`src/aisw_pkg.sv`:
```
// Package with register offsets, field positions and reset values of the setup word block.
package aisw_pkg;
    localparam int          AISW_INPUTS          = 8;
    localparam int          AISW_ADDR_W          = 4;
    localparam int          AISW_DATA_W          = 16;
    localparam logic [3:0]  AISW_OFS_CONV_CTRL   = 4'h0;
    localparam logic [3:0]  AISW_OFS_RANGE       = 4'h1;
    localparam logic [3:0]  AISW_OFS_SCALE_AVG   = 4'h2;
    localparam logic [3:0]  AISW_OFS_SQRT        = 4'h3;
    localparam logic [3:0]  AISW_OFS_STATUS      = 4'h4;
    localparam int          AISW_FMT_BIT         = 8;
    localparam int          AISW_INHIBIT_LSB     = 0;
    localparam int          AISW_SCALE_LSB       = 8;
    localparam int          AISW_AVG_LSB         = 0;
    localparam int          AISW_SQRT_LSB        = 8;
    localparam logic [15:0] AISW_CONV_CTRL_RST   = 16'h0000;
    localparam logic [15:0] AISW_RANGE_RST       = 16'h0000;
    localparam logic [15:0] AISW_SCALE_AVG_RST   = 16'h0000;
    localparam logic [15:0] AISW_SQRT_RST        = 16'h0000;
    localparam logic [15:0] AISW_CONV_CTRL_MASK  = 16'h03FF;
    localparam logic [15:0] AISW_SQRT_MASK       = 16'hFF00;
endpackage

```
`src/aisw_setup_words.sv`:
```
// Setup word registers of the eight-input analog input unit and their per-input decode.
//
// Contract
// One bit of word 0 selects binary (0) or BCD (1) output for all inputs.
// Word 0 low byte inhibits conversion per input: 0 converts, 1 stops.
// Inhibit bit 0 is input 1, rising to bit 7 for input 8.
// Word 1 holds two range bits per input, bits 15:14 input 8, 1:0 input 1.
// The first-named bit of each range pair is the more significant bit.
// Word 2 upper byte enables scaling per input when the bit is one.
// Scaling byte lowest bit is input 1, highest bit input 8.
// Word 2 lower byte enables mean-value processing per input when one.
// Word 3 upper byte enables square-root processing per input when one.
// Controller writes all setup words before conversion starts; settings then persist.
//
// The register addresses and strobed register access were left to the implementer.
`timescale 1ns/1ns
module aisw_setup_words
    import aisw_pkg::*;
#(
    parameter int N_INPUTS = aisw_pkg::AISW_INPUTS
) (
    input  wire logic                           clk,
    input  wire logic                           rst,
    input  wire logic [aisw_pkg::AISW_ADDR_W-1:0] addr,
    input  wire logic [aisw_pkg::AISW_DATA_W-1:0] wdata,
    input  wire logic                           wr_stb,
    input  wire logic                           rd_stb,
    output logic      [aisw_pkg::AISW_DATA_W-1:0] rdata,
    output logic                                fmt_bcd,
    output logic      [N_INPUTS-1:0]            conv_enable,
    output logic      [2*N_INPUTS-1:0]          range_sel,
    output logic      [N_INPUTS-1:0]            scale_en,
    output logic      [N_INPUTS-1:0]            avg_en,
    output logic      [N_INPUTS-1:0]            sqrt_en,
    output logic                                configured
);
    import aisw_pkg::*;

    logic [15:0] conv_ctrl_reg;
    logic [15:0] conv_ctrl_next;
    logic [15:0] range_reg;
    logic [15:0] range_next;
    logic [15:0] scale_avg_reg;
    logic [15:0] scale_avg_next;
    logic [15:0] sqrt_reg;
    logic [15:0] sqrt_next;
    logic [3:0]  written_reg;
    logic [3:0]  written_next;
    logic [15:0] rdata_reg;
    logic [15:0] rdata_next;

    // Word select used by both the write and the read decode.
    function automatic logic is_word(input logic [3:0] a, input logic [3:0] ofs);
        return a == ofs;
    endfunction

    always_comb begin
        conv_ctrl_next = conv_ctrl_reg;
        range_next     = range_reg;
        scale_avg_next = scale_avg_reg;
        sqrt_next      = sqrt_reg;
        written_next   = written_reg;
        if (wr_stb) begin
            // Bits 15:10 of word 0 and the limit warning byte of word 3 are not stored.
            if (is_word(addr, AISW_OFS_CONV_CTRL)) begin
                conv_ctrl_next  = wdata & AISW_CONV_CTRL_MASK;
                written_next[0] = 1'b1;
            end
            if (is_word(addr, AISW_OFS_RANGE)) begin
                range_next      = wdata;
                written_next[1] = 1'b1;
            end
            if (is_word(addr, AISW_OFS_SCALE_AVG)) begin
                scale_avg_next  = wdata;
                written_next[2] = 1'b1;
            end
            if (is_word(addr, AISW_OFS_SQRT)) begin
                sqrt_next       = wdata & AISW_SQRT_MASK;
                written_next[3] = 1'b1;
            end
        end
    end

    always_comb begin
        rdata_next = 16'h0000;
        if (rd_stb) begin
            if (is_word(addr, AISW_OFS_CONV_CTRL)) begin
                rdata_next = conv_ctrl_reg;
            end else if (is_word(addr, AISW_OFS_RANGE)) begin
                rdata_next = range_reg;
            end else if (is_word(addr, AISW_OFS_SCALE_AVG)) begin
                rdata_next = scale_avg_reg;
            end else if (is_word(addr, AISW_OFS_SQRT)) begin
                rdata_next = sqrt_reg;
            end else if (is_word(addr, AISW_OFS_STATUS)) begin
                rdata_next = {12'h000, written_reg};
            end else begin
                rdata_next = 16'h0000;
            end
        end
    end

    always_ff @(posedge clk or posedge rst) begin
        if (rst) begin
            conv_ctrl_reg <= AISW_CONV_CTRL_RST;
            range_reg     <= AISW_RANGE_RST;
            scale_avg_reg <= AISW_SCALE_AVG_RST;
            sqrt_reg      <= AISW_SQRT_RST;
            written_reg   <= 4'h0;
            rdata_reg     <= 16'h0000;
        end else begin
            conv_ctrl_reg <= conv_ctrl_next;
            range_reg     <= range_next;
            scale_avg_reg <= scale_avg_next;
            sqrt_reg      <= sqrt_next;
            written_reg   <= written_next;
            rdata_reg     <= rdata_next;
        end
    end

    assign rdata      = rdata_reg;
    assign fmt_bcd    = conv_ctrl_reg[AISW_FMT_BIT];
    // Informative only: the enables are not gated by it, so the controller must
    // load every word before it relies on the conversions.
    assign configured = &written_reg;

    genvar gi;
    generate
        for (gi = 0; gi < N_INPUTS; gi++) begin : g_in
            assign conv_enable[gi] = ~conv_ctrl_reg[AISW_INHIBIT_LSB + gi];
            assign range_sel[2*gi+1] = range_reg[2*gi+1];
            assign range_sel[2*gi]   = range_reg[2*gi];
            assign scale_en[gi] = scale_avg_reg[AISW_SCALE_LSB + gi];
            assign avg_en[gi]   = scale_avg_reg[AISW_AVG_LSB + gi];
            assign sqrt_en[gi]  = sqrt_reg[AISW_SQRT_LSB + gi];
        end
    endgenerate

    property p_fmt_follows_write;
        @(posedge clk) disable iff (rst)
        (wr_stb && addr == AISW_OFS_CONV_CTRL) |=> (fmt_bcd == $past(wdata[AISW_FMT_BIT]));
    endproperty
    a_fmt_follows_write: assert property (p_fmt_follows_write) else $error("format bit wrong");

    property p_inhibit;
        @(posedge clk) disable iff (rst)
        (wr_stb && addr == AISW_OFS_CONV_CTRL) |=> (conv_enable == ~$past(wdata[7:0]));
    endproperty
    a_inhibit: assert property (p_inhibit) else $error("conversion enable wrong");

    property p_input1_lsb;
        @(posedge clk) disable iff (rst)
        (wr_stb && addr == AISW_OFS_CONV_CTRL && wdata[7:0] == 8'h01) |=>
            (conv_enable[0] == 1'b0 && conv_enable[7] == 1'b1);
    endproperty
    a_input1_lsb: assert property (p_input1_lsb) else $error("input 1 not on bit 0");

    property p_range;
        @(posedge clk) disable iff (rst)
        (wr_stb && addr == AISW_OFS_RANGE) |=>
            (range_sel[15:14] == $past(wdata[15:14]) && range_sel[1:0] == $past(wdata[1:0]));
    endproperty
    a_range: assert property (p_range) else $error("range mapping wrong");

    property p_range_msb;
        @(posedge clk) disable iff (rst)
        (wr_stb && addr == AISW_OFS_RANGE && wdata[1:0] == 2'h2) |=> range_sel[1];
    endproperty
    a_range_msb: assert property (p_range_msb) else $error("range pair order wrong");

    property p_scale;
        @(posedge clk) disable iff (rst)
        (wr_stb && addr == AISW_OFS_SCALE_AVG) |=>
            (scale_en == $past(wdata[15:8]) && scale_en[0] == $past(wdata[8]));
    endproperty
    a_scale: assert property (p_scale) else $error("scaling enable wrong");

    property p_avg;
        @(posedge clk) disable iff (rst)
        (wr_stb && addr == AISW_OFS_SCALE_AVG) |=> (avg_en == $past(wdata[7:0]));
    endproperty
    a_avg: assert property (p_avg) else $error("averaging enable wrong");

    property p_sqrt_hold;
        @(posedge clk) disable iff (rst)
        (wr_stb && addr == AISW_OFS_SQRT) ##1 (!(wr_stb && addr == AISW_OFS_SQRT)) [*3]
            |-> (sqrt_en == $past(wdata[15:8], 3));
    endproperty
    a_sqrt_hold: assert property (p_sqrt_hold) else $error("sqrt enable lost");

    // Both ends of each per-input field are pinned down, not only the lowest input.
    property p_input8_msb;
        @(posedge clk) disable iff (rst)
        (wr_stb && addr == AISW_OFS_CONV_CTRL && wdata[7:0] == 8'h80) |=>
            (conv_enable[N_INPUTS-1] == 1'b0 && conv_enable[0] == 1'b1);
    endproperty
    a_input8_msb: assert property (p_input8_msb) else $error("input 8 not on bit 7");

    property p_range_mid;
        @(posedge clk) disable iff (rst)
        (wr_stb && addr == AISW_OFS_RANGE) |=> (range_sel[7:6] == $past(wdata[7:6]));
    endproperty
    a_range_mid: assert property (p_range_mid) else $error("input 4 range wrong");

    property p_top_enables;
        @(posedge clk) disable iff (rst)
        (wr_stb && addr == AISW_OFS_SCALE_AVG) |=>
            (scale_en[N_INPUTS-1] == $past(wdata[15]) && avg_en[N_INPUTS-1] == $past(wdata[7]));
    endproperty
    a_top_enables: assert property (p_top_enables) else $error("top enable wrong");

    // Checked without a disable so that the reset values themselves are pinned down.
    property p_reset_values;
        @(posedge clk)
        rst |=> (fmt_bcd == 1'b0 && conv_enable == '1 && range_sel == '0 && configured == 1'b0
                 && scale_en == '0 && avg_en == '0 && sqrt_en == '0 && rdata == '0);
    endproperty
    a_reset_values: assert property (p_reset_values) else $error("reset values wrong");

    // Between writes of its own word every decoded output must stand still.
    property p_word0_hold;
        @(posedge clk) disable iff (rst)
        !(wr_stb && addr == AISW_OFS_CONV_CTRL) |=> ($stable(fmt_bcd) && $stable(conv_enable));
    endproperty
    a_word0_hold: assert property (p_word0_hold) else $error("word 0 moved");

    property p_word1_hold;
        @(posedge clk) disable iff (rst)
        !(wr_stb && addr == AISW_OFS_RANGE) |=> $stable(range_sel);
    endproperty
    a_word1_hold: assert property (p_word1_hold) else $error("word 1 moved");

    property p_word2_hold;
        @(posedge clk) disable iff (rst)
        !(wr_stb && addr == AISW_OFS_SCALE_AVG) |=> ($stable(scale_en) && $stable(avg_en));
    endproperty
    a_word2_hold: assert property (p_word2_hold) else $error("word 2 moved");

    property p_word3_hold;
        @(posedge clk) disable iff (rst)
        !(wr_stb && addr == AISW_OFS_SQRT) |=> $stable(sqrt_en);
    endproperty
    a_word3_hold: assert property (p_word3_hold) else $error("word 3 moved");

    // A write to an unmapped index must leave range_sel, conv_enable and sqrt_en alone.
    property p_unmapped_write;
        @(posedge clk) disable iff (rst)
        (wr_stb && addr > AISW_OFS_STATUS) |=>
            ($stable(range_sel) && $stable(conv_enable) && $stable(sqrt_en));
    endproperty
    a_unmapped_write: assert property (p_unmapped_write) else $error("unmapped write stored");

    property p_cfg_sticky;
        @(posedge clk) disable iff (rst)
        configured |=> configured;
    endproperty
    a_cfg_sticky: assert property (p_cfg_sticky) else $error("configured dropped");

    property p_cfg_rise;
        @(posedge clk) disable iff (rst)
        $rose(configured) |-> $past(wr_stb);
    endproperty
    a_cfg_rise: assert property (p_cfg_rise) else $error("configured rose alone");

    // Read data stand in the cycle after the strobe only and are zero otherwise.
    property p_rdata_idle;
        @(posedge clk) disable iff (rst)
        !rd_stb |=> (rdata == 16'h0000);
    endproperty
    a_rdata_idle: assert property (p_rdata_idle) else $error("read data not cleared");

    property p_rd_conv;
        @(posedge clk) disable iff (rst)
        (rd_stb && addr == AISW_OFS_CONV_CTRL) |=>
            (rdata[AISW_FMT_BIT] == $past(fmt_bcd) && rdata[7:0] == ~$past(conv_enable)
             && rdata[15:10] == 6'h00);
    endproperty
    a_rd_conv: assert property (p_rd_conv) else $error("word 0 readback");

    property p_rd_range;
        @(posedge clk) disable iff (rst)
        (rd_stb && addr == AISW_OFS_RANGE) |=>
            (rdata == $past(range_sel));
    endproperty
    a_rd_range: assert property (p_rd_range) else $error("word 1 readback");

    property p_rd_scale_avg;
        @(posedge clk) disable iff (rst)
        (rd_stb && addr == AISW_OFS_SCALE_AVG) |=>
            (rdata == {$past(scale_en), $past(avg_en)});
    endproperty
    a_rd_scale_avg: assert property (p_rd_scale_avg) else $error("word 2 readback");

    property p_rd_sqrt;
        @(posedge clk) disable iff (rst)
        (rd_stb && addr == AISW_OFS_SQRT) |=> (rdata == {$past(sqrt_en), 8'h00});
    endproperty
    a_rd_sqrt: assert property (p_rd_sqrt) else $error("word 3 readback");

    property p_rd_status;
        @(posedge clk) disable iff (rst)
        (rd_stb && addr == AISW_OFS_STATUS) |=>
            (rdata[15:4] == 12'h000 && (&rdata[3:0]) == $past(configured));
    endproperty
    a_rd_status: assert property (p_rd_status) else $error("status readback");

    // Covers show that the bench reaches the main configurations.
    c_bcd: cover property (@(posedge clk) disable iff (rst) $rose(fmt_bcd));
    c_configured: cover property (@(posedge clk) disable iff (rst) $rose(configured));
    c_all_off: cover property (@(posedge clk) disable iff (rst) conv_enable == 8'h00);
    c_status_full: cover property (@(posedge clk) disable iff (rst)
        (rd_stb && addr == AISW_OFS_STATUS) ##1 (rdata == 16'h000F));
    c_input8_off: cover property (@(posedge clk) disable iff (rst) conv_enable == 8'h7F);
endmodule // aisw_setup_words

```
`config.mk`:
```
export PLATFORM = sky130hd
export DESIGN_NAME = aisw_setup_words
export DESIGN_NICKNAME = d
export VERILOG_FILES = /design/src/aisw_pkg.sv /design/src/aisw_setup_words.sv
export SDC_FILE = /design/constraint.sdc
export NUM_CORES = 1
export LEC_CHECK = 0
export CORE_ASPECT_RATIO = 1.1
export CORE_UTILIZATION = 50
export DETAILED_ROUTE_END_ITERATION = 12
export DONT_BUFFER_PORTS = 1
export GPL_TIMING_DRIVEN = 0
export MAX_ROUTING_LAYER = met4
export PLACE_DENSITY = 0.69
export SYNTH_ARGS = -nofsm -noshare
export SYNTH_HDL_FRONTEND = slang
export SYNTH_SLANG_ARGS = --single-unit
```
`constraint.sdc`:
```
create_clock -name clk -period 2.5 [get_ports clk]
set_input_delay 0.5 -clock clk [delete_from_list [all_inputs] [get_ports clk]]
set_output_delay 0.5 -clock clk [all_outputs]
set_load 0.01 [all_outputs]
```
==> metrics, run 1 <==
status finished, final reports clean; main combinational cell family by area after synthesis multiplexers; core area just under 0.006 mm²; DR iter-0 viols between 80 and 90; share of the synthesized area in the top cell type a little under three fifths; postcts setup bufs 0; Avg Vias per Cell roughly 5.7; Lkg Pwr between 1 and 1.5 nW; Remaining DRCs 0; DRT Pass-1 Iters 4; pwr dens 824.4 mW/mm²; yosys warns 0; clk buf depth 2; Setup crit end kind flip-flop; Rows 29; Cell variety after synth 37; post-route setup TNS 0 ns; post-synthesis to final-layout area growth 8.068%; PostCTS Resize Cnt 0; arrival time at the worst endpoint approximately 1.8 ns; DRT antenna net count 0; Die H roughly 84 µm; final-report setup violation count 0; DR vias about 1900; placed cells 311; mux cell area share after synthesis a little under 20%; # nets final approximately 270; CTS tree built; largest net degree at the start of global routing 71; Commonest cells post-synth dfrtp_1 (70), mux2_2 (42), a21oi_1 (15); Overall Power between 2 and 3 mW; clk_skew 0.009178 ns; hpwl dp roughly 4.4 mm; Synth Net Count 258; Synth Instances 234; XOR/XNOR Fraction of Synth Area 0%; clk_lat worst skew 0.34 ns; initial antenna violation count 0; synthesized area per cell between 10 and 15 µm²; Non-Filler Instances 326; port bufs 0; Remaining Overflow, GRT 0; MaxCap Viol Count 0; Rel. slew slack 42.97%; post-synthesis sequential area ratio a little under three fifths; Slew @ Worst Pin roughly 0.86 ns; min setup slack post-route ~0.97 ns; Max VDD drop between 0.5 and 0.6 mV; CP required roughly 2.7 ns; clk sinks 70; GRT Util Overall between 20% and 30%; top_reg_cell synth dfrtp_1; IO Pins 90; fillers between 500 and 600; ant diodes 0; clock-pin slew on the worst setup and hold paths ~0.07 ns; Initial Util 52.56%; Chip Width roughly 77 µm; Max FO, Critical Path 10; share of post-route cells with drive strength above 1 33.33%; top cells by area, synth dfrtp_1 (57%), mux2_2 (15%), mux2_4 (4.4%), a21oi_1 (2.4%), nand3b_1 (2.0%); htree depth 3; Startpoint Class input pin; final worst-path cycle share between 60% and 70%; Die Footprint approximately 0.0065 mm²; Root Buffer clkbuf_8; Routed wire per std cell between 20 and 25 µm; largest area contributor in the netlist dfrtp_1; crit path kind in -> reg; clock period minus worst slack approximately 1.5 ns; Inserted Clock Buffers 9; EDFF count, synth 0; CTS hold repair buffers 0; Final Hold Fails 0; #FFs+latches synth 70; worst slack at placement between 0.6 and 0.7 ns; final WL roughly 6.6 mm; Post-synth ARST share between 90% and 100%; RSZ-0062 raised after global routing no; vias in the first global route just over 2000; first-pass GRT wire length 10.60 mm; Synth Area in Compound Gates ~7.9%; GP Congestion between 0.7 and 0.8; Pins Over Slew Limit 0; Post-Synth Adder-Cell Area 0%; Synth Area in Simple Gates 10.96%; count leader, synth dfrtp_1; max frequency approximately 0.65 GHz; synthesized area around 0.0031 mm²; HP Class in -> async
## worst max-delay path: stages
cell and delay, ns:
or3_1 0.38, buf_6 0.16, nor2_8 0.21, buf_12 0.18
mux2_4 0.30
## where the power goes
group | switching, mW | internal (mW)
registers | 0.265 | 1.34
logic | 0.167 | 0.222
clock network | 0.386 | 0.353
## cells in the final DEF, fill, tap and decap left out, types with 2 or more instances in the layout
cell / count
a2111oi_0: 2
a21oi_1: 15
a2bb2oi_1: 4
buf_2: 5
clkbuf_1: 7
clkbuf_8: 9
clkinv_2: 2
dfrtp_1: 70
inv_1: 12
mux2_2: 42
mux2_4: 9
nand2_1: 8
nand2b_1: 5
nand3b_1: 8
nor2_1: 9
nor2b_1: 4
nor3_1: 4
nor3b_1: 2
o21a_1: 2
o221a_2: 4
o221ai_1: 4
or2_2: 3
or4_1: 2
## per-layer routing
metal	vias to the layer above	global-route usage (%)	wire [µm]
li1	852	-	-
met1	939	26.33	2759
met2	69	35.23	3277
met3	9	7.500	485
met4	0	10.31	95
met5	-	-	0
## stage by stage
| step | util (%) | hold slack, ns | instance area, µm² |
|---|---|---|---|
| floorplan | - | 0.4493 | 3070 |
| global route | 56.80 | 0.2923 | 3318 |
| CTS | 56.80 | 0.2514 | 3318 |
| global placement | 54.21 | 0.4732 | 3167 |
| finish | 56.80 | 0.2149 | 3318 |
| detailed placement | 54.25 | 0.4773 | 3169 |
## kinds of logic (layout without fill, tap and decap cells)
kind of cell / Yosys count / in the layout
AND/OR/NAND/NOR: 53 / 53
AO/OA/AOI/OAI: 34 / 34
multiplexers: 51 / 51
flip-flops: 70 / 70
buffers and inverters: 26 / 41
## layout make-up
class	instances	area, µm²	area share (%)
buffer	12	78.83	2.376
clock buffer	13	138.9	4.186
clock inverter	2	10.01	0.3017
inverter	14	55.05	1.659
multi-input combinational	138	1187	35.78
sequential	70	1752	52.79
tap	77	96.34	2.903
## path summary, 6_finish.rpt
check / startpoint / to / slack, ns / cells after the start
setup / recovery: addr[2] / range_sel[4]$_DFFE_PP0P_ / 0.97 / 5
hold / removal: rst / scale_avg_reg[13]$_DFFE_PP0P_ / 0.21 / 1
setup reg to reg: sqrt_reg[8]$_DFFE_PP0P_ / rdata[8]$_DFF_PP0_ / 1.27 / 3
hold reg to reg: written_reg[1]$_DFFE_PP0P_ / written_reg[1]$_DFFE_PP0P_ / 0.49 / 1
max in group asynchronous: rst / written_reg[1]$_DFFE_PP0P_ / 1.74 / 1
min in group clk: wdata[8] / range_sel[8]$_DFFE_PP0P_ / 0.30 / 1
(Power assumes the default switching activity.)
==> run 2, diff against run 1 <==
- clock period: 2.5 -> 1.61 ns (I/O delays scaled with it)
==> run 2 against run 1 <==
Against the previous run:
- final cell count grew 0.61%
- total power rose by 58%
- die area is the same
- first-iteration DRC count up 48%
- sequential power is 55% higher
- worst hold slack got worse by 0.093 ns
- routed wire length shrank 4.0%
- clock power increased by 66%
- critical path type unchanged
- critical endpoint unchanged
- largest cell class unchanged
==> metrics, run 2 (same netlist as run 1, synthesis figures left out) <==
grt met1 use 27.17% (was 26.33%); Max VDD drop 0.7537 mV (was 0.5107 mV); Global Route met2 Usage 33.36% (was 35.23%); clk sinks 70 (unchanged); Reg2Reg Depth 3 (unchanged); slowest cell delay on critical path 0.37 ns (was 0.38 ns); vias in the first global route 1939 (was 2042); DR vias 1935 (was 1869); HP Class in -> reg (was in -> async); CTS tree built (unchanged); post-synthesis to final-layout area growth 9.698% (was 8.068%); final-report setup violation count 0 (unchanged); status finished, final reports clean (unchanged); Overall Power 4.328 mW (was 2.736 mW); Most Crowded Layer GR met2 (unchanged); postcts setup bufs 0 (unchanged); most frequent cells in the layout dfrtp_1 (70), mux2_2 (42), a21oi_1 (15), inv_1 (12), clkbuf_8 (11) (was dfrtp_1 (70), mux2_2 (42), a21oi_1 (15), inv_1 (12)); clock period minus worst slack approximately 1.3 ns; crit path launch addr[2] (unchanged); MaxCap Viol Count 0 (unchanged); Worst path slowest cell or3_1 (unchanged); Initial Util 52.56% (unchanged); arrival time at the worst endpoint 1.56 ns (was 1.75 ns); Startpoint Class input pin (unchanged); Lkg Pwr 1.503 nW (was 1.485 nW); IO Pins 90 (unchanged); Remaining Overflow, GRT 0 (unchanged); CP endpoint range_sel[4]$_DFFE_PP0P_ (unchanged); Cell Chain, Critical Path or3_1 > buf_6 > nor2_8 > buf_12 > mux2_4 (unchanged); Max FO, Critical Path 10 (unchanged); CP required 1.83 ns (was 2.72 ns); crit path kind in -> reg (unchanged); clk_lat worst skew 0.34 ns (about the same); htree depth 3 (unchanged); Rows 29 (unchanged); DRT Pass-1 Iters 4 (unchanged); fin util 57.66% (was 56.80%); Avg Vias per Cell 5.899 (was 5.733); largest net degree at the start of global routing 43 (was 71); Pins Over Slew Limit 0 (unchanged); pwr dens 1285 mW/mm² (was 824.4 mW/mm²); final worst-path cycle share 83.40%; Setup crit end kind flip-flop (unchanged); CTS hold repair buffers 1 (was 0); # nets final 271 (was 269); clock-pin slew on the worst setup and hold paths 0.07 ns (about the same); max frequency 0.7448 GHz; port bufs 0 (unchanged); Die Footprint 0.006459 mm² (unchanged); final WL 6.350 mm (was 6.618 mm); DR iter-0 viols 124 (was 84); core area 0.005842 mm² (unchanged); RSZ-0062 raised after global routing no (unchanged); first-pass GRT wire length 10.34 mm (was 10.60 mm); GR met3 Demand/Resource 6.196% (was 7.500%); hpwl dp 4.416 mm (was 4.425 mm); share of post-route cells with drive strength above 1 33.86% (was 33.33%); r2r setup slk 0.38 ns (was 1.27 ns); Root Buffer clkbuf_8 (unchanged); Inserted Clock Buffers 9 (unchanged); clk buf depth 2 (unchanged); DRT antenna net count 0 (unchanged); Rel. slew slack 57.03% (was 42.97%); Final Hold Fails 0 (unchanged); Die H 84.19 µm (unchanged); Chip Width 76.72 µm (unchanged); ant diodes 0 (unchanged); GRT Util Overall 22.14% (was 22.56%); Remaining DRCs 0 (unchanged); GP Congestion 0.8114 (was 0.7690); Worst R2R End rdata[8]$_DFF_PP0_ (unchanged); initial antenna violation count 0 (unchanged); clk_skew 0.007348 ns (was 0.009178 ns); Slew @ Worst Pin 0.6432 ns (was 0.8555 ns); Reg-to-Reg Start sqrt_reg[8]$_DFFE_PP0P_ (unchanged); PostCTS Resize Cnt 0 (unchanged); most common cell after layout, fill and taps aside dfrtp_1 (unchanged); Routed wire per std cell 19.36 µm (was 20.30 µm)
run 2: changes by cell type in the layout (fill, tap and decap cells not counted):
cell and delta:
clkbuf_8 +2, buf_12 +1, clkbuf_1 -1, clkinv_2 -1, clkinvlp_4 +1, dlygate4sd3_1 +1
inv_4 -1
run 2: final cells by class:
class,count,area (µm²)
Tap cell,77,96.34
Timing Repair Buffer,2,30.03
Clock inverter,1,5.005
Inverter,14,56.30
Clock buffer,14,162.7
Fill cell,499,2474
Multi-Input combinational cell,138,1187
Buffer,12,78.83
Sequential cell,70,1752
run 2: per-layer routing:
| layer | share of wire, % | vias to the layer above | wire, µm |
|---|---|---|---|
| met5 | 0 | - | 0 |
| li1 | - | 861 | - |
| met1 | 42 | 990 | 2649 |
| met4 | 1.0 | 0 | 65 |
| met3 | 8.0 | 10 | 505 |
| met2 | 49 | 74 | 3130 |
run 2: worst max-delay path, delay by kind of cell:
kind,cells,cell delay (ns)
buf+inv,2,0.35
mux,1,0.30
simple gates,2,0.58
run 2: power by group:
group	switching (mW)	internal, mW
combinational	0.255	0.350
sequential	0.405	2.09
clock	0.597	0.635
total	1.26	3.07
run 2: worst min path at each step:
| stage | slack, ns | cells after the start | startpoint | end |
|---|---|---|---|---|
| floorplan | 0.45 | 1 | written_reg[3]$_DFFE_PP0P_ | written_reg[3]$_DFFE_PP0P_ |
| global placement | 0.47 | 1 | wdata[5] | range_sel[5]$_DFFE_PP0P_ |
| detailed placement | 0.31 | 1 | rst | range_sel[1]$_DFFE_PP0P_ |
| CTS | 0.10 | 1 | wdata[5] | range_sel[5]$_DFFE_PP0P_ |
| global route | 0.11 | 1 | wdata[5] | range_sel[5]$_DFFE_PP0P_ |
| finish | 0.12 | 1 | wdata[5] | range_sel[5]$_DFFE_PP0P_ |
run 2: through the flow:
stage / instances / area [µm²] / worst slack (ns) / hold WS, ns / TNS, ns
2_1_floorplan: 234 / 3074 / 0.03760 / 0.4493 / 0
3_3_place_gp: 311 / 3171 / -0.08207 / 0.4706 / -1.086
3_5_place_dp: 312 / 3191 / -0.08708 / 0.3094 / -1.129
4_1_cts: 328 / 3368 / 0.2837 / 0.1036 / 0
5_1_grt: 328 / 3368 / 0.2515 / 0.1070 / 0
6_report: 328 / 3368 / 0.2673 / 0.1217 / 0
==> run 3, diff against run 2 <==
- PLACE_DENSITY: 0.69 -> 0.72
- clock period: 1.61 -> 1.1 ns (I/O delays scaled with it)
==> run 3 against run 2 <==
Against the previous run:
- the flow now finishes with violations (hold timing, setup timing)
- first-iteration DRC count decreased by 58%
- clock-buffer cell count unchanged
- worst setup slack got worse by 0.33 ns
- non-clock buffer count increased by 12
- critical path depth decreased by 4
- die area unchanged
- final cell count increased by 3.7%
- register-to-register slack got worse by 0.42 ns
- highest routed layer unchanged
==> metrics, run 3 (same netlist as run 1, synthesis figures left out) <==
status complete, but fails checks (was finished, final reports clean); failing checks hold timing, setup timing; RSZ-0062 raised after global routing yes (was no); MaxCap Viol Count 0 (unchanged); most common cell after layout, fill and taps aside dfrtp_1 (unchanged); Max FO, Critical Path 2 (was 10); Avg Vias per Cell 5.856 (was 5.899); first-pass GRT wire length 11.11 mm (was 10.34 mm); final-report setup violation count 16 (was 0); clk buf depth 2 (unchanged); DRT antenna net count 0 (unchanged); clock-pin slew on the worst setup and hold paths 0.07 ns (about the same); HP Class in -> async (was in -> reg); Die Footprint 0.006459 mm² (unchanged); final hold slack -0.1353 ns (was 0.1217 ns); clk_lat worst skew 0.34 ns (about the same); slowest cell delay on critical path 0.36 ns (was 0.37 ns); Worst path slowest cell dfrtp_1 (was or3_1); Rows 29 (unchanged); Sw Share 29.68% (was 29.06%); final WL 7.177 mm (was 6.350 mm); initial antenna violation count 0 (unchanged); vias in the first global route 2102 (was 1939); Initial Util 52.56% (unchanged); Comb power frac 17.6% (was 14.0%); Root Buffer clkbuf_8 (unchanged); ant diodes 0 (unchanged); Internal Power 4.713 mW (was 3.071 mW); Sw Pwr 1.989 mW (was 1.258 mW); register share of total power 55.1% (was 57.5%); Non-Filler Instances 340 (was 328); DR iter-0 viols 52 (was 124); clock period minus worst slack between 1 and 1.5 ns; Remaining Overflow, GRT 0 (unchanged); min setup slack post-route -0.06476 ns (was 0.2673 ns); post-synthesis to final-layout area growth 22.53% (was 9.698%); Inserted Clock Buffers 9 (unchanged); max frequency 0.8585 GHz; GRT Util Overall 23.89% (was 22.14%); crit path kind reg -> out (was in -> reg); Die H 84.19 µm (unchanged); DR vias 1991 (was 1935); Clock power frac 27.3% (was 28.5%); Setup crit end kind output port (was flip-flop); Max VDD drop 1.258 mV (was 0.7537 mV); port bufs 0 (unchanged); clk_skew 0.004047 ns (was 0.007348 ns); core area 0.005842 mm² (unchanged); largest net degree at the start of global routing 38 (was 43); Final Hold Fails 33 (was 0); WP buf/inv 0 (was 2); Cell Chain, Critical Path and4_4 (was or3_1 > buf_6 > nor2_8 > buf_12 > mux2_4); share of post-route cells with drive strength above 1 46.77% (was 33.86%); placed cells 312 (unchanged); Chip Width 76.72 µm (unchanged); DRT Pass-1 Iters 4 (unchanged); Lkg Pwr 1.705 nW (was 1.503 nW); Slew @ Worst Pin 0.7292 ns (was 0.6432 ns); most frequent cells in the layout dfrtp_1 (67), mux2_4 (32), mux2_2 (19), a21oi_1 (15), clkbuf_8 (12) (was dfrtp_1 (70), mux2_2 (42), a21oi_1 (15), inv_1 (12), clkbuf_8 (11)); Routed wire per std cell 21.11 µm (was 19.36 µm); pwr dens 1781 mW/mm² (was 1285 mW/mm²); fin util 64.40% (was 57.66%); final worst-path cycle share 105.9%; Startpoint Class flip-flop (was input pin); htree depth 3 (unchanged); CTS tree built (unchanged); GP Congestion 0.7789 (was 0.8114); hpwl dp 4.647 mm (was 4.416 mm); arrival time at the worst endpoint 0.94 ns (was 1.56 ns); CP delay by family, top flip-flops (was simple AND/OR/NAND/NOR gates); clk sinks 70 (unchanged); IO Pins 90 (unchanged); Rel. slew slack 51.28% (was 57.03%); # nets final 283 (was 271); Remaining DRCs 0 (unchanged); CP required 0.88 ns (was 1.83 ns); Pins Over Slew Limit 0 (unchanged)
==> run 3: changes by cell type in the layout (fill, tap and decap cells not counted), sizes merged <==
cell	before	now
dlygate4sd3	1	0
clkinv	2	1
clkinvlp	1	2
clkbuf	17	18
buf	10	22
==> run 3: power by group through the flow <==
stage                     sequential [mW]  combinational, mW  clock (mW)
after floorplan                      3.58              0.888           0
after global placement               3.71              0.976           0
after detailed placement             3.72               1.02           0
after CTS                            3.68               1.10        1.86
after global routing                 3.77               1.27        1.95
final                                3.69               1.18        1.83
==> run 3: worst reg2reg max path, stage by stage, from the launching register on <==
cell      delay [ns]
dfrtp_2         0.44
or4_4           0.43
o21ai_2         0.08
a211oi_2        0.08
==> run 3: path summary, 6_finish.rpt <==
kind | slack, ns | start | depth (start not counted) | endpoint
min in group clk | 0.02 | wdata[1] | 1 | range_sel[1]$_DFFE_PP0P_
max in group asynchronous | 0.61 | rst | 2 | scale_avg_reg[9]$_DFFE_PP0P_
max reg2reg | -0.04 | range_sel[15]$_DFFE_PP0P_ | 3 | rdata[15]$_DFF_PP0_
max | -0.06 | written_reg[0]$_DFFE_PP0P_ | 1 | configured
min | -0.14 | rst | 1 | range_sel[5]$_DFFE_PP0P_
min reg2reg | 0.50 | written_reg[2]$_DFFE_PP0P_ | 1 | written_reg[2]$_DFFE_PP0P_
==> run 3: area by class of cell <==
cell class                 instances  area [µm²]
buffer                            12       111.4
clock buffer                      14       162.7
clock inverter                     1       5.005
fill                             459        2079
inverter                          14       60.06
multi-input combinational        138        1420
sequential                        70        1755
tap                               77       96.34
timing repair buffer              14       151.4
==> run 3: through the flow <==
stage	instance area, µm²	setup TNS, ns	setup WS (ns)	power (mW)
floorplan	3227	-7.681	-0.3469	4.467
global placement	3323	-33.83	-0.4658	4.684
detailed placement	3343	-18.50	-0.4852	4.744
CTS	3592	-0.8352	-0.08182	6.645
global route	3762	-0.7023	-0.09364	6.993
finish	3762	-0.5082	-0.06476	6.702
==> run 3: metal layers <==
layer / share of wire [%] / vias to the layer above / routed length [µm] / GRT usage (%)
met2: 49 / 80 / 3528 / 37.82
met3: 7.7 / 13 / 551 / 8.804
li1: - / 878 / - / -
met4: 2.5 / 0 / 180 / 8.741
met5: 0 / - / 0 / -
met1: 41 / 1020 / 2917 / 27.75
==> run 3: repair_timing <==
item | CTS | global route
gates resized for setup | 11 | 23
buffers inserted | 5 | 7
endpoints found under the hold margin | 33 | 33
endpoints found under the setup margin | 13 | 41
pin swaps | 2 | 12
gates cloned | 0 | 1
